**src/ssfm_pkg.sv**
```systemverilog
package ssfm_pkg;
  localparam int unsigned CLK_HZ = 20000000;
  localparam int unsigned NUM_DIRECT = 4;
  localparam int unsigned NUM_PWM_CH = 5;
  localparam int unsigned FRAME_BITS = 16;
  // Times as printed
  localparam int unsigned IN_DGL_US = 200;
  localparam int unsigned RST_DGL_US = 10;
  localparam int unsigned CLK_DGL_NS = 2000;
  localparam int unsigned WD_SHORT_MS = 32;
  localparam int unsigned WD_LONG_MS = 128;
  localparam int unsigned CLK_LOW_HZ = 100;
  // Cycle counts derived from the clock rate (typical, rounded down)
  localparam int unsigned IN_DGL_CYC = IN_DGL_US * (CLK_HZ / 1000000);
  localparam int unsigned RST_DGL_CYC = RST_DGL_US * (CLK_HZ / 1000000);
  localparam int unsigned CLK_DGL_CYC = (CLK_DGL_NS * (CLK_HZ / 1000000)) / 1000;
  localparam int unsigned WD_SHORT_CYC = WD_SHORT_MS * (CLK_HZ / 1000);
  localparam int unsigned WD_LONG_CYC = WD_LONG_MS * (CLK_HZ / 1000);
  localparam int unsigned CLK_LOW_CYC = CLK_HZ / CLK_LOW_HZ;
  // Status bit positions
  localparam int unsigned ST_FAIL_IN_BIT = 0;
  localparam int unsigned ST_SPI_FAULT_BIT = 1;
  localparam int unsigned ST_CLK_FAIL_BIT = 2;
  localparam int unsigned ST_FAIL_MODE_BIT = 3;
  localparam int unsigned ST_WIDTH = 4;
  typedef enum logic [2:0] {
    SSFM_NORMAL = 3'b001,
    SSFM_FAIL_SPI = 3'b010,
    SSFM_FAIL_PIN = 3'b100
  } ssfm_mode_t;
endpackage

```
**src/ssfm_ctrl.sv**
```systemverilog
`timescale 1ns/1ps
// Functional notes
// - Normal mode: channels from internal PWM
// - Direct inputs only steer in fail mode
// - Fail input high forces fail mode
// - Filtered fail input readable in status
// - Any SPI fault forces fail mode
// - Frame without toggle inversion is fault
// - No valid frame within period faults
// - Frame length not multiple of 16 faults
// - Fault flag reported in next frame
// - Fault flag held, cleared leaving fail
// - Fail and direct inputs 200 us deglitch
// - Filtered direct input drives its channel
// - Reset input filtered on falling edge
// - Reference clock 2 us symmetric deglitch
// - Clock monitor from reset rise, 100 Hz
// - Clock failed in normal mode: outputs follow on settings
// - Clock fail clears: gone plus status read
// - External output follows channel 6 setting
// - External output low in sleep, fail
module ssfm_ctrl #(
  parameter int unsigned IN_DGL = ssfm_pkg::IN_DGL_CYC,
  parameter int unsigned WD_SHORT = ssfm_pkg::WD_SHORT_CYC,
  parameter int unsigned WD_LONG = ssfm_pkg::WD_LONG_CYC,
  parameter int unsigned CLK_LOW = ssfm_pkg::CLK_LOW_CYC
) (
  // Clock, reset, enable
  input wire logic core_clk,
  input wire logic rstn,
  input wire logic clk_en,
  // Pins from outside
  input wire logic active_low_reset_input,
  input wire logic fail_request_pin,
  input wire logic [ssfm_pkg::NUM_DIRECT-1:0] direct_channel_inputs,
  input wire logic pwm_ref_clk,
  input wire logic spi_sclk,
  input wire logic spi_csn,
  input wire logic spi_mosi,
  // Settings from the register logic
  input wire logic [ssfm_pkg::NUM_PWM_CH-1:0] channel_on_setting,
  input wire logic external_on_setting,
  input wire logic [ssfm_pkg::NUM_PWM_CH-1:0] pwm_level,
  input wire logic watchdog_period_select,
  input wire logic watchdog_toggle_pos_sel,
  input wire logic normal_return_req,
  input wire logic quick_status_read,
  input wire logic sleep_mode,
  // Outputs
  output logic [ssfm_pkg::NUM_PWM_CH-1:0] channel_drive,
  output logic external_switch_control_output,
  output logic [ssfm_pkg::ST_WIDTH-1:0] status_bits,
  output logic frame_done,
  output logic internal_reset_n
);
  import ssfm_pkg::*;

  // Two-flop synchronisers for every pin
  localparam int unsigned NSYNC = NUM_DIRECT + 6;
  // Reset to idle SPI pin levels (csn high, others low) so no false frame edge follows reset
  localparam logic [NSYNC-1:0] SYNC_IDLE = NSYNC'(2);
  logic [NSYNC-1:0] sync1_reg, sync2_reg;
  logic [NSYNC-1:0] pins;
  assign pins = {active_low_reset_input, fail_request_pin, direct_channel_inputs,
                 pwm_ref_clk, spi_sclk, spi_csn, spi_mosi};
  always_ff @(posedge core_clk or negedge rstn) begin
    if (!rstn) begin
      sync1_reg <= SYNC_IDLE;
      sync2_reg <= SYNC_IDLE;
    end else if (clk_en) begin
      sync1_reg <= pins;
      sync2_reg <= sync1_reg;
    end
  end
  logic rst_s, fail_s, ref_s, sclk_s, csn_s, mosi_s;
  logic [NUM_DIRECT-1:0] dir_s;
  assign {rst_s, fail_s, dir_s, ref_s, sclk_s, csn_s, mosi_s} = sync2_reg;

  // Symmetric deglitch: fail input and direct inputs
  localparam int unsigned DW = $clog2(IN_DGL + 1);
  logic [NUM_DIRECT:0] dgl_raw, dgl_reg;
  logic [DW-1:0] dgl_cnt_reg [NUM_DIRECT+1];
  assign dgl_raw = {fail_s, dir_s};
  always_ff @(posedge core_clk or negedge rstn) begin
    if (!rstn) begin
      dgl_reg <= '0;
      for (int i = 0; i <= NUM_DIRECT; i++) dgl_cnt_reg[i] <= '0;
    end else if (clk_en) begin
      for (int i = 0; i <= NUM_DIRECT; i++) begin
        if (dgl_raw[i] == dgl_reg[i]) begin
          dgl_cnt_reg[i] <= '0;
        end else if (dgl_cnt_reg[i] == DW'(IN_DGL - 1)) begin
          dgl_reg[i] <= dgl_raw[i];
          dgl_cnt_reg[i] <= '0;
        end else begin
          dgl_cnt_reg[i] <= dgl_cnt_reg[i] + 1'b1;
        end
      end
    end
  end
  logic filtered_fail_request;
  logic [NUM_DIRECT-1:0] filtered_direct_input;
  assign {filtered_fail_request, filtered_direct_input} = dgl_reg;

  // Reset input: only the falling edge is filtered
  localparam int unsigned RW = $clog2(RST_DGL_CYC + 1);
  logic rst_f_reg, rst_rise;
  logic [RW-1:0] rst_cnt_reg;
  always_ff @(posedge core_clk or negedge rstn) begin
    if (!rstn) begin
      rst_f_reg <= 1'b0;
      rst_cnt_reg <= '0;
    end else if (clk_en) begin
      if (rst_s) begin
        rst_f_reg <= 1'b1;
        rst_cnt_reg <= '0;
      end else if (!rst_f_reg) begin
        rst_cnt_reg <= '0;
      end else if (rst_cnt_reg == RW'(RST_DGL_CYC - 1)) begin
        rst_f_reg <= 1'b0;
        rst_cnt_reg <= '0;
      end else begin
        rst_cnt_reg <= rst_cnt_reg + 1'b1;
      end
    end
  end
  assign rst_rise = rst_s && !rst_f_reg;

  // Reference clock deglitch and low-frequency monitor
  localparam int unsigned CW = $clog2(CLK_DGL_CYC + 1);
  localparam int unsigned LW = $clog2(CLK_LOW + 1);
  logic ref_f_reg, ref_f_d_reg, clk_fail_reg, clk_fail_now_reg;
  logic [CW-1:0] ref_cnt_reg;
  logic [LW-1:0] per_cnt_reg;
  logic ref_rise;
  assign ref_rise = ref_f_reg && !ref_f_d_reg;
  always_ff @(posedge core_clk or negedge rstn) begin
    if (!rstn) begin
      ref_f_reg <= 1'b0;
      ref_cnt_reg <= '0;
    end else if (clk_en) begin
      if (ref_s == ref_f_reg) begin
        ref_cnt_reg <= '0;
      end else if (ref_cnt_reg == CW'(CLK_DGL_CYC - 1)) begin
        ref_f_reg <= ref_s;
        ref_cnt_reg <= '0;
      end else begin
        ref_cnt_reg <= ref_cnt_reg + 1'b1;
      end
    end
  end
  // Delayed copy for the rising-edge detector
  always_ff @(posedge core_clk or negedge rstn) begin
    if (!rstn) begin
      ref_f_d_reg <= 1'b0;
    end else if (clk_en) begin
      ref_f_d_reg <= ref_f_reg;
    end
  end
  // Too-fast clock never passes the filter, so it shows as missing edges
  always_ff @(posedge core_clk or negedge rstn) begin
    if (!rstn) begin
      per_cnt_reg <= '0;
      clk_fail_now_reg <= 1'b0;
    end else if (clk_en) begin
      if (rst_rise || !rst_f_reg || ref_rise) begin
        per_cnt_reg <= '0;
        if (ref_rise) clk_fail_now_reg <= 1'b0;
      end else if (per_cnt_reg == LW'(CLK_LOW - 1)) begin
        clk_fail_now_reg <= 1'b1;
      end else begin
        per_cnt_reg <= per_cnt_reg + 1'b1;
      end
    end
  end
  always_ff @(posedge core_clk or negedge rstn) begin
    if (!rstn) begin
      clk_fail_reg <= 1'b0;
    end else if (clk_en) begin
      if (clk_fail_now_reg) clk_fail_reg <= 1'b1;
      else if (quick_status_read) clk_fail_reg <= 1'b0;
    end
  end

  // SPI frame checker on sampled serial clock
  logic sclk_d_reg, csn_d_reg;
  logic [3:0] bit_cnt_reg;
  logic [FRAME_BITS-1:0] shift_reg;
  logic prev_toggle_reg, toggle_seen_reg;
  logic sclk_rise, frame_end, len_err, tog_err, good_frame;
  logic wd_bit;
  assign sclk_rise = sclk_s && !sclk_d_reg && !csn_s;
  assign frame_end = csn_s && !csn_d_reg;
  assign wd_bit = watchdog_toggle_pos_sel ? shift_reg[FRAME_BITS-1] : shift_reg[0];
  assign len_err = frame_end && (bit_cnt_reg != 4'h0);
  assign tog_err = frame_end && !len_err && toggle_seen_reg && (wd_bit == prev_toggle_reg);
  assign good_frame = frame_end && !len_err && !tog_err;
  // Edge detectors start at the idle levels
  always_ff @(posedge core_clk or negedge rstn) begin
    if (!rstn) begin
      sclk_d_reg <= 1'b0;
      csn_d_reg <= 1'b1;
    end else if (clk_en) begin
      sclk_d_reg <= sclk_s;
      csn_d_reg <= csn_s;
    end
  end
  always_ff @(posedge core_clk or negedge rstn) begin
    if (!rstn) begin
      bit_cnt_reg <= 4'h0;
      shift_reg <= '0;
    end else if (clk_en) begin
      if (!csn_s && csn_d_reg) begin
        bit_cnt_reg <= 4'h0;
      end else if (sclk_rise) begin
        bit_cnt_reg <= bit_cnt_reg + 4'h1;
        shift_reg <= {shift_reg[FRAME_BITS-2:0], mosi_s};
      end
    end
  end
  always_ff @(posedge core_clk or negedge rstn) begin
    if (!rstn) begin
      prev_toggle_reg <= 1'b0;
      toggle_seen_reg <= 1'b0;
    end else if (clk_en && frame_end && !len_err) begin
      prev_toggle_reg <= wd_bit;
      toggle_seen_reg <= 1'b1;
    end
  end

  // Watchdog timeout counter
  localparam int unsigned WW = $clog2(WD_LONG + 1);
  logic [WW-1:0] wd_cnt_reg;
  logic wd_timeout;
  assign wd_timeout = wd_cnt_reg == WW'(watchdog_period_select ? WD_LONG - 1 : WD_SHORT - 1);
  always_ff @(posedge core_clk or negedge rstn) begin
    if (!rstn) begin
      wd_cnt_reg <= '0;
    end else if (clk_en) begin
      if (good_frame || wd_timeout) wd_cnt_reg <= '0;
      else wd_cnt_reg <= wd_cnt_reg + 1'b1;
    end
  end

  // Mode control
  ssfm_mode_t mode_reg;
  logic spi_fault, spi_fault_flag;
  assign spi_fault = len_err || tog_err || wd_timeout;
  // A fault in the same cycle as the exit frame keeps the device in fail mode
  logic ret_ok;
  assign ret_ok = normal_return_req && good_frame && !filtered_fail_request && !spi_fault;
  always_ff @(posedge core_clk or negedge rstn) begin
    if (!rstn) begin
      mode_reg <= SSFM_NORMAL;
    end else if (clk_en) begin
      unique case (mode_reg)
        SSFM_NORMAL: begin
          if (spi_fault) mode_reg <= SSFM_FAIL_SPI;
          else if (filtered_fail_request) mode_reg <= SSFM_FAIL_PIN;
        end
        SSFM_FAIL_SPI: begin
          // Explicit host request needed; a fault in the same cycle cancels it
          if (ret_ok) mode_reg <= SSFM_NORMAL;
        end
        SSFM_FAIL_PIN: begin
          if (spi_fault) mode_reg <= SSFM_FAIL_SPI;
          else if (!filtered_fail_request) mode_reg <= SSFM_NORMAL;
        end
        default: mode_reg <= SSFM_FAIL_SPI;
      endcase
    end
  end
  // Fault flag: set wins, cleared only on return to normal
  always_ff @(posedge core_clk or negedge rstn) begin
    if (!rstn) begin
      spi_fault_flag <= 1'b0;
    end else if (clk_en) begin
      if (spi_fault) spi_fault_flag <= 1'b1;
      else if (mode_reg == SSFM_FAIL_SPI ? ret_ok : mode_reg == SSFM_FAIL_PIN && !filtered_fail_request) begin
        spi_fault_flag <= 1'b0;
      end
    end
  end

  // Output drive
  logic in_fail;
  assign in_fail = mode_reg != SSFM_NORMAL;
  // Channels without a direct input stay off in fail mode
  logic [NUM_PWM_CH-1:0] direct_pad;
  assign direct_pad = NUM_PWM_CH'(filtered_direct_input);
  always_ff @(posedge core_clk or negedge rstn) begin
    if (!rstn) begin
      channel_drive <= '0;
    end else if (clk_en) begin
      for (int c = 0; c < NUM_PWM_CH; c++) begin
        if (in_fail) begin
          channel_drive[c] <= direct_pad[c];
        end else if (clk_fail_now_reg) begin
          channel_drive[c] <= channel_on_setting[c];
        end else begin
          channel_drive[c] <= pwm_level[c] && channel_on_setting[c];
        end
      end
    end
  end
  always_ff @(posedge core_clk or negedge rstn) begin
    if (!rstn) begin
      external_switch_control_output <= 1'b0;
    end else if (clk_en) begin
      external_switch_control_output <= external_on_setting && !in_fail && !sleep_mode;
    end
  end
  always_ff @(posedge core_clk or negedge rstn) begin
    if (!rstn) begin
      status_bits <= '0;
    end else if (clk_en) begin
      status_bits[ST_FAIL_IN_BIT] <= filtered_fail_request;
      status_bits[ST_SPI_FAULT_BIT] <= spi_fault_flag | spi_fault;
      status_bits[ST_CLK_FAIL_BIT] <= clk_fail_reg;
      status_bits[ST_FAIL_MODE_BIT] <= in_fail;
    end
  end
  // One-cycle pulse per accepted frame
  always_ff @(posedge core_clk or negedge rstn) begin
    if (!rstn) begin
      frame_done <= 1'b0;
    end else if (clk_en) begin
      frame_done <= good_frame;
    end
  end
  // Filtered reset, released without delay
  always_ff @(posedge core_clk or negedge rstn) begin
    if (!rstn) begin
      internal_reset_n <= 1'b0;
    end else if (clk_en) begin
      internal_reset_n <= rst_f_reg;
    end
  end
endmodule

```
**config.mk**
```make
export PLATFORM = sky130hd
export DESIGN_NAME = ssfm_ctrl
export DESIGN_NICKNAME = d
export VERILOG_FILES = /design/src/ssfm_pkg.sv /design/src/ssfm_ctrl.sv
export SDC_FILE = /design/constraint.sdc
export NUM_CORES = 1
export LEC_CHECK = 0
export BUFFER_PORTS_ARGS = -buffer_cell sky130_fd_sc_hd__buf_2
export CORE_MARGIN = 4
export CORE_UTILIZATION = 60
export DETAILED_ROUTE_END_ITERATION = 6
export PLACE_DENSITY = 0.78
export SLEW_MARGIN = 25
export SYNTH_ARGS = -nofsm -noshare
export SYNTH_HDL_FRONTEND = slang
export SYNTH_SLANG_ARGS = --single-unit
```
**constraint.sdc**
```tcl
create_clock -name core_clk -period 2.9 [get_ports core_clk]
set_input_delay 0.87 -clock core_clk [delete_from_list [all_inputs] [get_ports core_clk]]
set_output_delay 0.87 -clock core_clk [all_outputs]
set_load 0.005 [all_outputs]
```
# == Yosys cells after proc, flatten, opt, wreduce, memory -nomap -nowiden ==
# Index checks and enable logic that the tools add are counted.
# classes
n_addsub,10
mul,0
n_div,0
magnitude_cmp,0
eq_ne,25
shifts,0
n_mux,49
n_bitwise,8
n_reduce_logical,58
# ops
operator,n
$mux W12,10
$add A12 B1 Y12 const B,5
$eq A12 B12 Y1 const B,5
$mux W22,2
$mux W18,2
$logic_and A1 B1 Y1,24
$mux W8,3
$reduce_and A3 Y1,8
$add A22 B1 Y22 const B,1
$eq A22 B22 Y1,1
$mux W1,22
$add A18 B1 Y18 const B,1
$eq A18 B18 Y1 const B,1
$mux W3,5
$mux W6,2
$logic_not A1 Y1,11
$pmux W3 S3,1
$add A8 B1 Y8 const B,1
$eq A8 B8 Y1 const B,1
$mux W4,2
$reduce_and A2 Y1,4
$reduce_bool A2 Y1,4
$eq A1 B1 Y1,7
$not A1 Y1,7
other kinds (13),20
# totals
reg_bits,184
latch_bits,0
ram_bits,0
romBits,0
in_bits,29
out_inout_bits,12
word_cells,184
memories,0

# == Logic depth before layout (Yosys ltp) ==
# Gate-level depths: netlist (run 1).
# depth
word_depth,15
mapped_depth,9
ltp_nobuf,8

# == Least setup slack after synthesis (run 1) ==
# No wires, ideal clock.
# synth_path
path_type,input port to flip-flop
from,input clk_en
to,register sync1_reg[0]
setup_time_ns,0.125
arrival_ns,2.253
t_required_ns,2.775
path_slack_ns,0.522
path_stages,5
path_cell_list,buf_2 buf_2 clkbuf_1 buf_1 mux2_2
# synth_rtl
item,line_no,text
from (decl),ssfm_ctrl.sv:31,"input wire logic clk_en,"
to (signal assigned),ssfm_ctrl.sv:71,sync1_reg <= pins;
to (decl),ssfm_ctrl.sv:62,"logic [NSYNC-1:0] sync1_reg, sync2_reg;"
# No word-level cell between the ends.

# == Worst setup path in the final report (run 1) ==
# layout_path
from,register per_cnt_reg[13]
to,register per_cnt_reg[2]
# layout_via
elab_chain_len,3
# layout_lines
item,line_no,text
from (decl),ssfm_ctrl.sv:134,logic [LW-1:0] per_cnt_reg;
from (signal assigned),ssfm_ctrl.sv:172,per_cnt_reg <= per_cnt_reg + 1'b1;
$eq A18 B18 Y1,ssfm_ctrl.sv:169,end else if (per_cnt_reg == LW'(CLK_LOW - 1)) begin
$ne A2 B2 Y1 (no line),-,
$reduce_and A2 Y1 (no line),-,
# No other way between the ends.
# A chain may end at the register's enable or synchronous reset.

==> summary.md, run 1 <==
| Metric | Value |
|---|---|
| Run status | finished, final reports clean |
| H-tree depth reported by CTS | 4 |
| Final min period | 2300 ps |
| CTS resizes | 0 |
| Number of vias per cell | 5.83 |
| Initial antenna violation count | 0 |
| EDFF count, synth | 0 |
| Flop2flop setup slack | 600 ps |
| Core area | 14500 sq um |
| Slew Viols, Final | 0 |
| Post-CTS Setup Bufs | 0 |
| Worst path arrival time | 2600 ps |
| CP Capture Point | per_cnt_reg[2] |
| Tot Pwr | 6.13 mW |
| First-pass GRT wire length | 29800 microns |
| DRT Pass-1 Iters | 4 |
| # fillers | 1116 |
| Share of cells above drive strength 1 | 18.1% |
| GR Layer Usage met3 | 4.99% |
| Asr flop ratio synth | 100% |
| Total CTS buffers | 17 |
| Maxcap violations | 0 |
| GPL Wtd Cong | 0.797 |
| Reg2reg end | per_cnt_reg[2] |
| Clk pin slew, worst setup/hold paths | 70 ps |
| Worst setup path class | register to register |
| Period utilisation layout | 79.2% |
| Cell row count | 44 |
| DR iter-0 viols | 361 |
| Final ANT Viol Nets | 0 |
| R2R depth | 5 |
| Largest register FFs | 60 |
| Area grow syn2layout | 12.2% |
| Relative slew slack | 58.8% |
| Post-synthesis cell type count | 63 |
| Met2 GRT Util | 35.6% |
| Mapped Area | 8880 sq um |
| Most used routing layer | met2 |
| I/O pin total | 41 |
| Synth warn | 0 |
| Die area | 16800 sq um |
| CP required | 3200 ps |
| Commonest cells after routing, fill and taps aside | dfrtp_1 (180), nor2_1 (90), nand2_1 (80), o21ai_0 (69), mux2_2 (48) |
| Clk root buf | clkbuf_16 |
| Seq cells post-synth | 184 |
| Overall routed net length | 16900 microns |
| RSZ-0062 raised after global routing | no |
| Placed instance count | 1080 |
| Residual DRC | 0 |
| Post-DP HPWL | 11400 microns |
| Worst r2r src | per_cnt_reg[13] |
| Type of origin of the critical path | register |
| Crit path capture type | register |
| Die H | 130 microns |
| CP Max Fanout | 12 |
| Final instance count without filler cells | 1112 |
| CTS Hold Buffers Added | 0 |
| Post-synthesis sequential area ratio | 51.9% |
| Post-synthesis instance total | 861 |
| Worst slew pin tran | 616 ps |
| Critical path startpoint | per_cnt_reg[13] |
| Ant. Diodes | 0 |
| TritonCTS clock tree | done |
| WL/cell | 15.2 microns |
| Synth Flop Type | dfrtp_1 |
| Leading cell type in the layout, fill and taps excluded | dfrtp_1 |
| Clock Latency Late Sink | 430 ps |
| Grt ovf | 0 |
| # port buffers | 40 |
| Pin count of the biggest net entering global routing | 58 |
| Worst min path class | input port to async pin |
| Final Hold Viols | 0 |
| Syn nets | 901 |
| Worst VDD drop | 0.000533 V |
| Max frequency | 0.435 GHz |
| LEAKAGE | 4.34 nW |
| Pwr Density | 615 nW/um^2 |
| Final Setup Violations | 0 |
| DR vias | 6482 |
| Met1 usage | 29.9% |
| Clock skew | 7.27 ps |
| Final nets | 955 |
| Syn_area_per_cell | 10.3 sq um |
| DIE WIDTH | 130 microns |
| Starting Density | 61.1% |
| Vias in the first global route | 6330 |
| Clk buf depth | 2 |
| Setup TNS | 0 ps |
| Total GRT Usage | 21.8% |
| CTS Sinks | 184 |
## final cells by class
class / instances / area (sq um) / area share [%]
sequential: 184 / 4610 / 46.3
multi-input combinational: 638 / 4110 / 41.2
clock buffer: 17 / 425 / 4.27
timing repair buffer: 60 / 399 / 4.01
tap: 184 / 230 / 2.31
clock inverter: 15 / 141 / 1.42
inverter: 14 / 52.6 / 0.527
## synthesized netlist by cell type, drive strengths merged (2+ instances only)
cell type	n	area [sq um]
inv	13	48.8
nand3	45	225
a32o	2	20.0
nand4	22	138
and4	4	35.0
nand2	80	300
nor2	91	344
buf	11	63.8
a21o	7	52.6
nor2b	7	43.8
mux2i	10	100
xnor2	35	307
o31ai	14	105
and3	28	175
or2	10	62.6
o21ai	70	354
ha	11	138
o2bb2ai	10	87.6
xor2	22	193
and2	3	18.8
dfrtp	180	4500
o2111ai	3	50.1
mux2	48	541
nor4	9	56.3
a31oi	5	37.5
a22o	10	87.6
nand2b	21	131
a21oi	14	70.1
clkbuf	14	52.6
or3	12	75.1
nor4b	3	32.5
o211ai	4	30.0
nor3	16	85.1
dfstp	4	105
nor3b	5	42.5
nor4bb	2	20.0
## worst min path at each step
stage,startpoint,to,depth (start not counted)
after global routing,rstn,dgl_cnt_reg[40],1
after floorplan,sync1_reg[9],sync2_reg[9],2
after CTS,rstn,rst_cnt_reg[0],1
after global placement,spi_fault_flag,spi_fault_flag,1
final,rstn,dgl_cnt_reg[57],1
after detailed placement,clk_fail_reg,clk_fail_reg,1
## routing by layer
| layer | share of wire, % | wire (microns) | vias up |
|---|---|---|---|
| met5 | 0 | 0 | - |
| met4 | 1.2 | 204 | 0 |
| met3 | 3.6 | 601 | 11 |
| met2 | 48 | 8180 | 109 |
| met1 | 47 | 7910 | 3185 |
| li1 | - | - | 3177 |
## power by group
part           switching [mW]  internal (mW)
logic                   0.461          0.391
clock network            1.02           1.20
registers               0.239           2.82
total                    1.72           4.41
## critical path, cell delays in order, from the launching register on
cell and delay, ps:
dfrtp_1 430, or4b_1 540, or4_4 480, o21ai_2 400
or2_2 230, o21ai_0 100
## through the flow
step	worst slack (ps)	util [%]	hold WS, ps	cell area, sq um
floorplan	522	-	449	8880
global placement	399	64.7	472	9400
detailed placement	362	64.7	476	9400
CTS	602	68.6	383	9960
global route	432	68.6	399	9960
finish	602	68.6	386	9960
## logic make-up (layout without fill, tap and decap cells)
kind of cell               count (synthesis)  count (layout)  synth area share (%)
buffers and inverters                     39             106                  1.90
and+or+nand+nor                          364             364                  20.8
xor gates and xnor gates                  57              57                  5.62
AOI/OAI and AO/OA                        148             148                  11.0
adders and majority gates                 11              11                  1.55
DFF                                      184             184                  51.9
muxes                                     58              58                  7.22
Note: power is estimated with default switching activity, not from simulation.
==> run 2, diff against run 1 <==
==> constraint.sdc (replaced) <==
create_clock -name core_clk -period 2.3 [get_ports core_clk]
set_input_delay 0.69 -clock core_clk [delete_from_list [all_inputs] [get_ports core_clk]]
set_output_delay 0.69 -clock core_clk [all_outputs]
set_load 0.005 [all_outputs]
==> summary.md, run 2 (synthesis gave the netlist of run 1 again) <==
| Metric | Value |
|---|---|
| Clock skew | 6.70 ps (was 7.27 ps) |
| CTS Sinks | 184 (unchanged) |
| CP required | 2630 ps (was 3200 ps) |
| Max frequency | 0.465 GHz (was 0.435 GHz) |
| TritonCTS clock tree | done (unchanged) |
| Internal Power | 5.61 mW (was 4.41 mW) |
| Switching fraction of total power | 28.0% (about the same) |
| Grt ovf | 0 (unchanged) |
| Pin count of the biggest net entering global routing | 53 (was 58) |
| Worst setup path class | register to register (unchanged) |
| Clk root buf | clkbuf_16 (unchanged) |
| Largest register FFs | 60 (unchanged) |
| Flop2flop setup slack | 150 ps (was 600 ps) |
| Slew Viols, Final | 0 (unchanged) |
| Core area | 14500 sq um (unchanged) |
| Cell row count | 44 (unchanged) |
| DIE WIDTH | 130 microns (unchanged) |
| GPL Wtd Cong | 0.818 (was 0.797) |
| Final Hold Viols | 0 (unchanged) |
| Type of origin of the critical path | register (unchanged) |
| DRT Pass-1 Iters | 5 (was 4) |
| Clock Latency Late Sink | 440 ps (was 430 ps) |
| WL/cell | 14.8 microns (was 15.2 microns) |
| Residual DRC | 0 (unchanged) |
| I/O pin total | 41 (unchanged) |
| Area grow syn2layout | 13.6% (was 12.2%) |
| Die area | 16800 sq um (unchanged) |
| Clk buf depth | 2 (unchanged) |
| Met1 usage | 29.9% (about the same) |
| Commonest cells after routing, fill and taps aside | dfrtp_1 (180), nor2_1 (90), nand2_1 (80), o21ai_0 (69), mux2_2 (48) (unchanged) |
| Number of vias per cell | 5.78 (was 5.83) |
| Post-route cell area | 10100 sq um (was 9960 sq um) |
| Worst min path class | input port to async pin (unchanged) |
| Vias in the first global route | 6182 (was 6330) |
| Logic gate share of total power | 14.5% (was 13.9%) |
| Post-DP Area | 9500 sq um (was 9400 sq um) |
| Total CTS buffers | 17 (unchanged) |
| H-tree depth reported by CTS | 4 (unchanged) |
| Pre-CTS setup slack | -178 ps (was 362 ps) |
| Overall routed net length | 16600 microns (was 16900 microns) |
| Worst path arrival time | 2480 ps (was 2600 ps) |
| Die H | 130 microns (unchanged) |
| Final ANT Viol Nets | 0 (unchanged) |
| Starting Density | 61.1% (unchanged) |
| Post-CTS Setup Bufs | 0 (unchanged) |
| Final nets | 966 (was 955) |
| Share of cells above drive strength 1 | 19.2% (was 18.1%) |
| Post-DP HPWL | 11600 microns (was 11400 microns) |
| Relative slew slack | 56.7% (was 58.8%) |
| Ant. Diodes | 0 (unchanged) |
| Most used routing layer | met2 (unchanged) |
| DR vias | 6489 (was 6482) |
| Leading cell type in the layout, fill and taps excluded | dfrtp_1 (unchanged) |
| Crit path capture type | register (unchanged) |
| Met2 GRT Util | 34.0% (was 35.6%) |
| Clk pin slew, worst setup/hold paths | 70 ps (about the same) |
| LEAKAGE | 4.42 nW (was 4.34 nW) |
| Worst VDD drop | 0.000752 V (was 0.000533 V) |
| NetSw | 2.18 mW (was 1.72 mW) |
| First-pass GRT wire length | 29200 microns (was 29800 microns) |
| Total GRT Usage | 21.6% (was 21.8%) |
| Post-route worst setup slack | 151 ps (was 602 ps) |
| Period utilisation layout | 93.4% (was 79.2%) |
| Worst slew pin tran | 648 ps (was 616 ps) |
| Final Setup Violations | 0 (unchanged) |
| Clock power frac | 36.1% (about the same) |
| Hold WS | 171 ps (was 386 ps) |
| Setup TNS | 0 ps (unchanged) |
| CP Max Fanout | 9 (was 12) |
| Initial antenna violation count | 0 (unchanged) |
| Maxcap violations | 0 (unchanged) |
| Placed instance count | 1091 (was 1080) |
| Post-layout util | 69.4% (was 68.6%) |
| DR iter-0 viols | 437 (was 361) |
| Reg power frac | 49.5% (was 50.0%) |
| Final min period | 2150 ps (was 2300 ps) |
| GR Layer Usage met3 | 4.66% (was 4.99%) |
| # port buffers | 40 (unchanged) |
| Tot Pwr | 7.79 mW (was 6.13 mW) |
| Run status | finished, final reports clean (unchanged) |
| CTS Hold Buffers Added | 0 (unchanged) |
| Pwr Density | 773 nW/um^2 (was 615 nW/um^2) |
| Final instance count without filler cells | 1123 (was 1112) |
| RSZ-0062 raised after global routing | no (unchanged) |
run 2: changes by cell type in the layout (fill, tap and decap cells not counted), sizes merged:
cell,before,now
clkinvlp,6,2
clkinv,4,7
inv,18,19
buf,59,70
run 2: power groups by stage:
| stage | Sequential [mW] | Clock, mW | Combinational, mW |
|---|---|---|---|
| after floorplan | 3.84 | 0 | 0.770 |
| after global placement | 3.90 | 0 | 1.10 |
| after detailed placement | 3.91 | 0 | 1.14 |
| after CTS | 3.85 | 2.88 | 1.14 |
| after global routing | 3.91 | 3.01 | 1.31 |
| final | 3.85 | 2.81 | 1.13 |
run 2: layout make-up:
type,instances,area [sq um]
Clock buffer,17,425
Tap cell,184,230
Multi-Input combinational cell,638,4120
Fill cell,1104,4450
Timing Repair Buffer,71,507
Sequential cell,184,4610
Clock inverter,15,143
Inverter,14,52.6
run 2: routing by layer:
metal	wire length, microns	share of wire [%]
met1	7820	47
met2	7920	48
met3	633	3.8
met4	215	1.3
met5	0	0
run 2: timing repair:
item / 4_1_cts / 5_1_grt
endpoints found under the setup margin: 0 / 21
endpoints found under the hold margin: 0 / 0
gates resized for setup: 0 / 4
run 2: critical path: stages, from the launching register on:
cell       delay (ps)
dfrtp_1           390
or4b_1            510
or4_4             490
o2111ai_4         340
nor2_1             90
xnor2_1           150
nor2_1             60
run 2: worst paths after layout:
kind / start / end / cells past startpoint
max: per_cnt_reg[9] / per_cnt_reg[15] / 6
max in group asynchronous: rstn / dgl_cnt_reg[27] / 2
min reg2reg: clk_fail_reg / clk_fail_reg / 1
min in group core_clk: direct_channel_inputs[1] / sync1_reg[5] / 2
min: rstn / dgl_reg[3] / 1
max reg2reg: per_cnt_reg[9] / per_cnt_reg[15] / 6
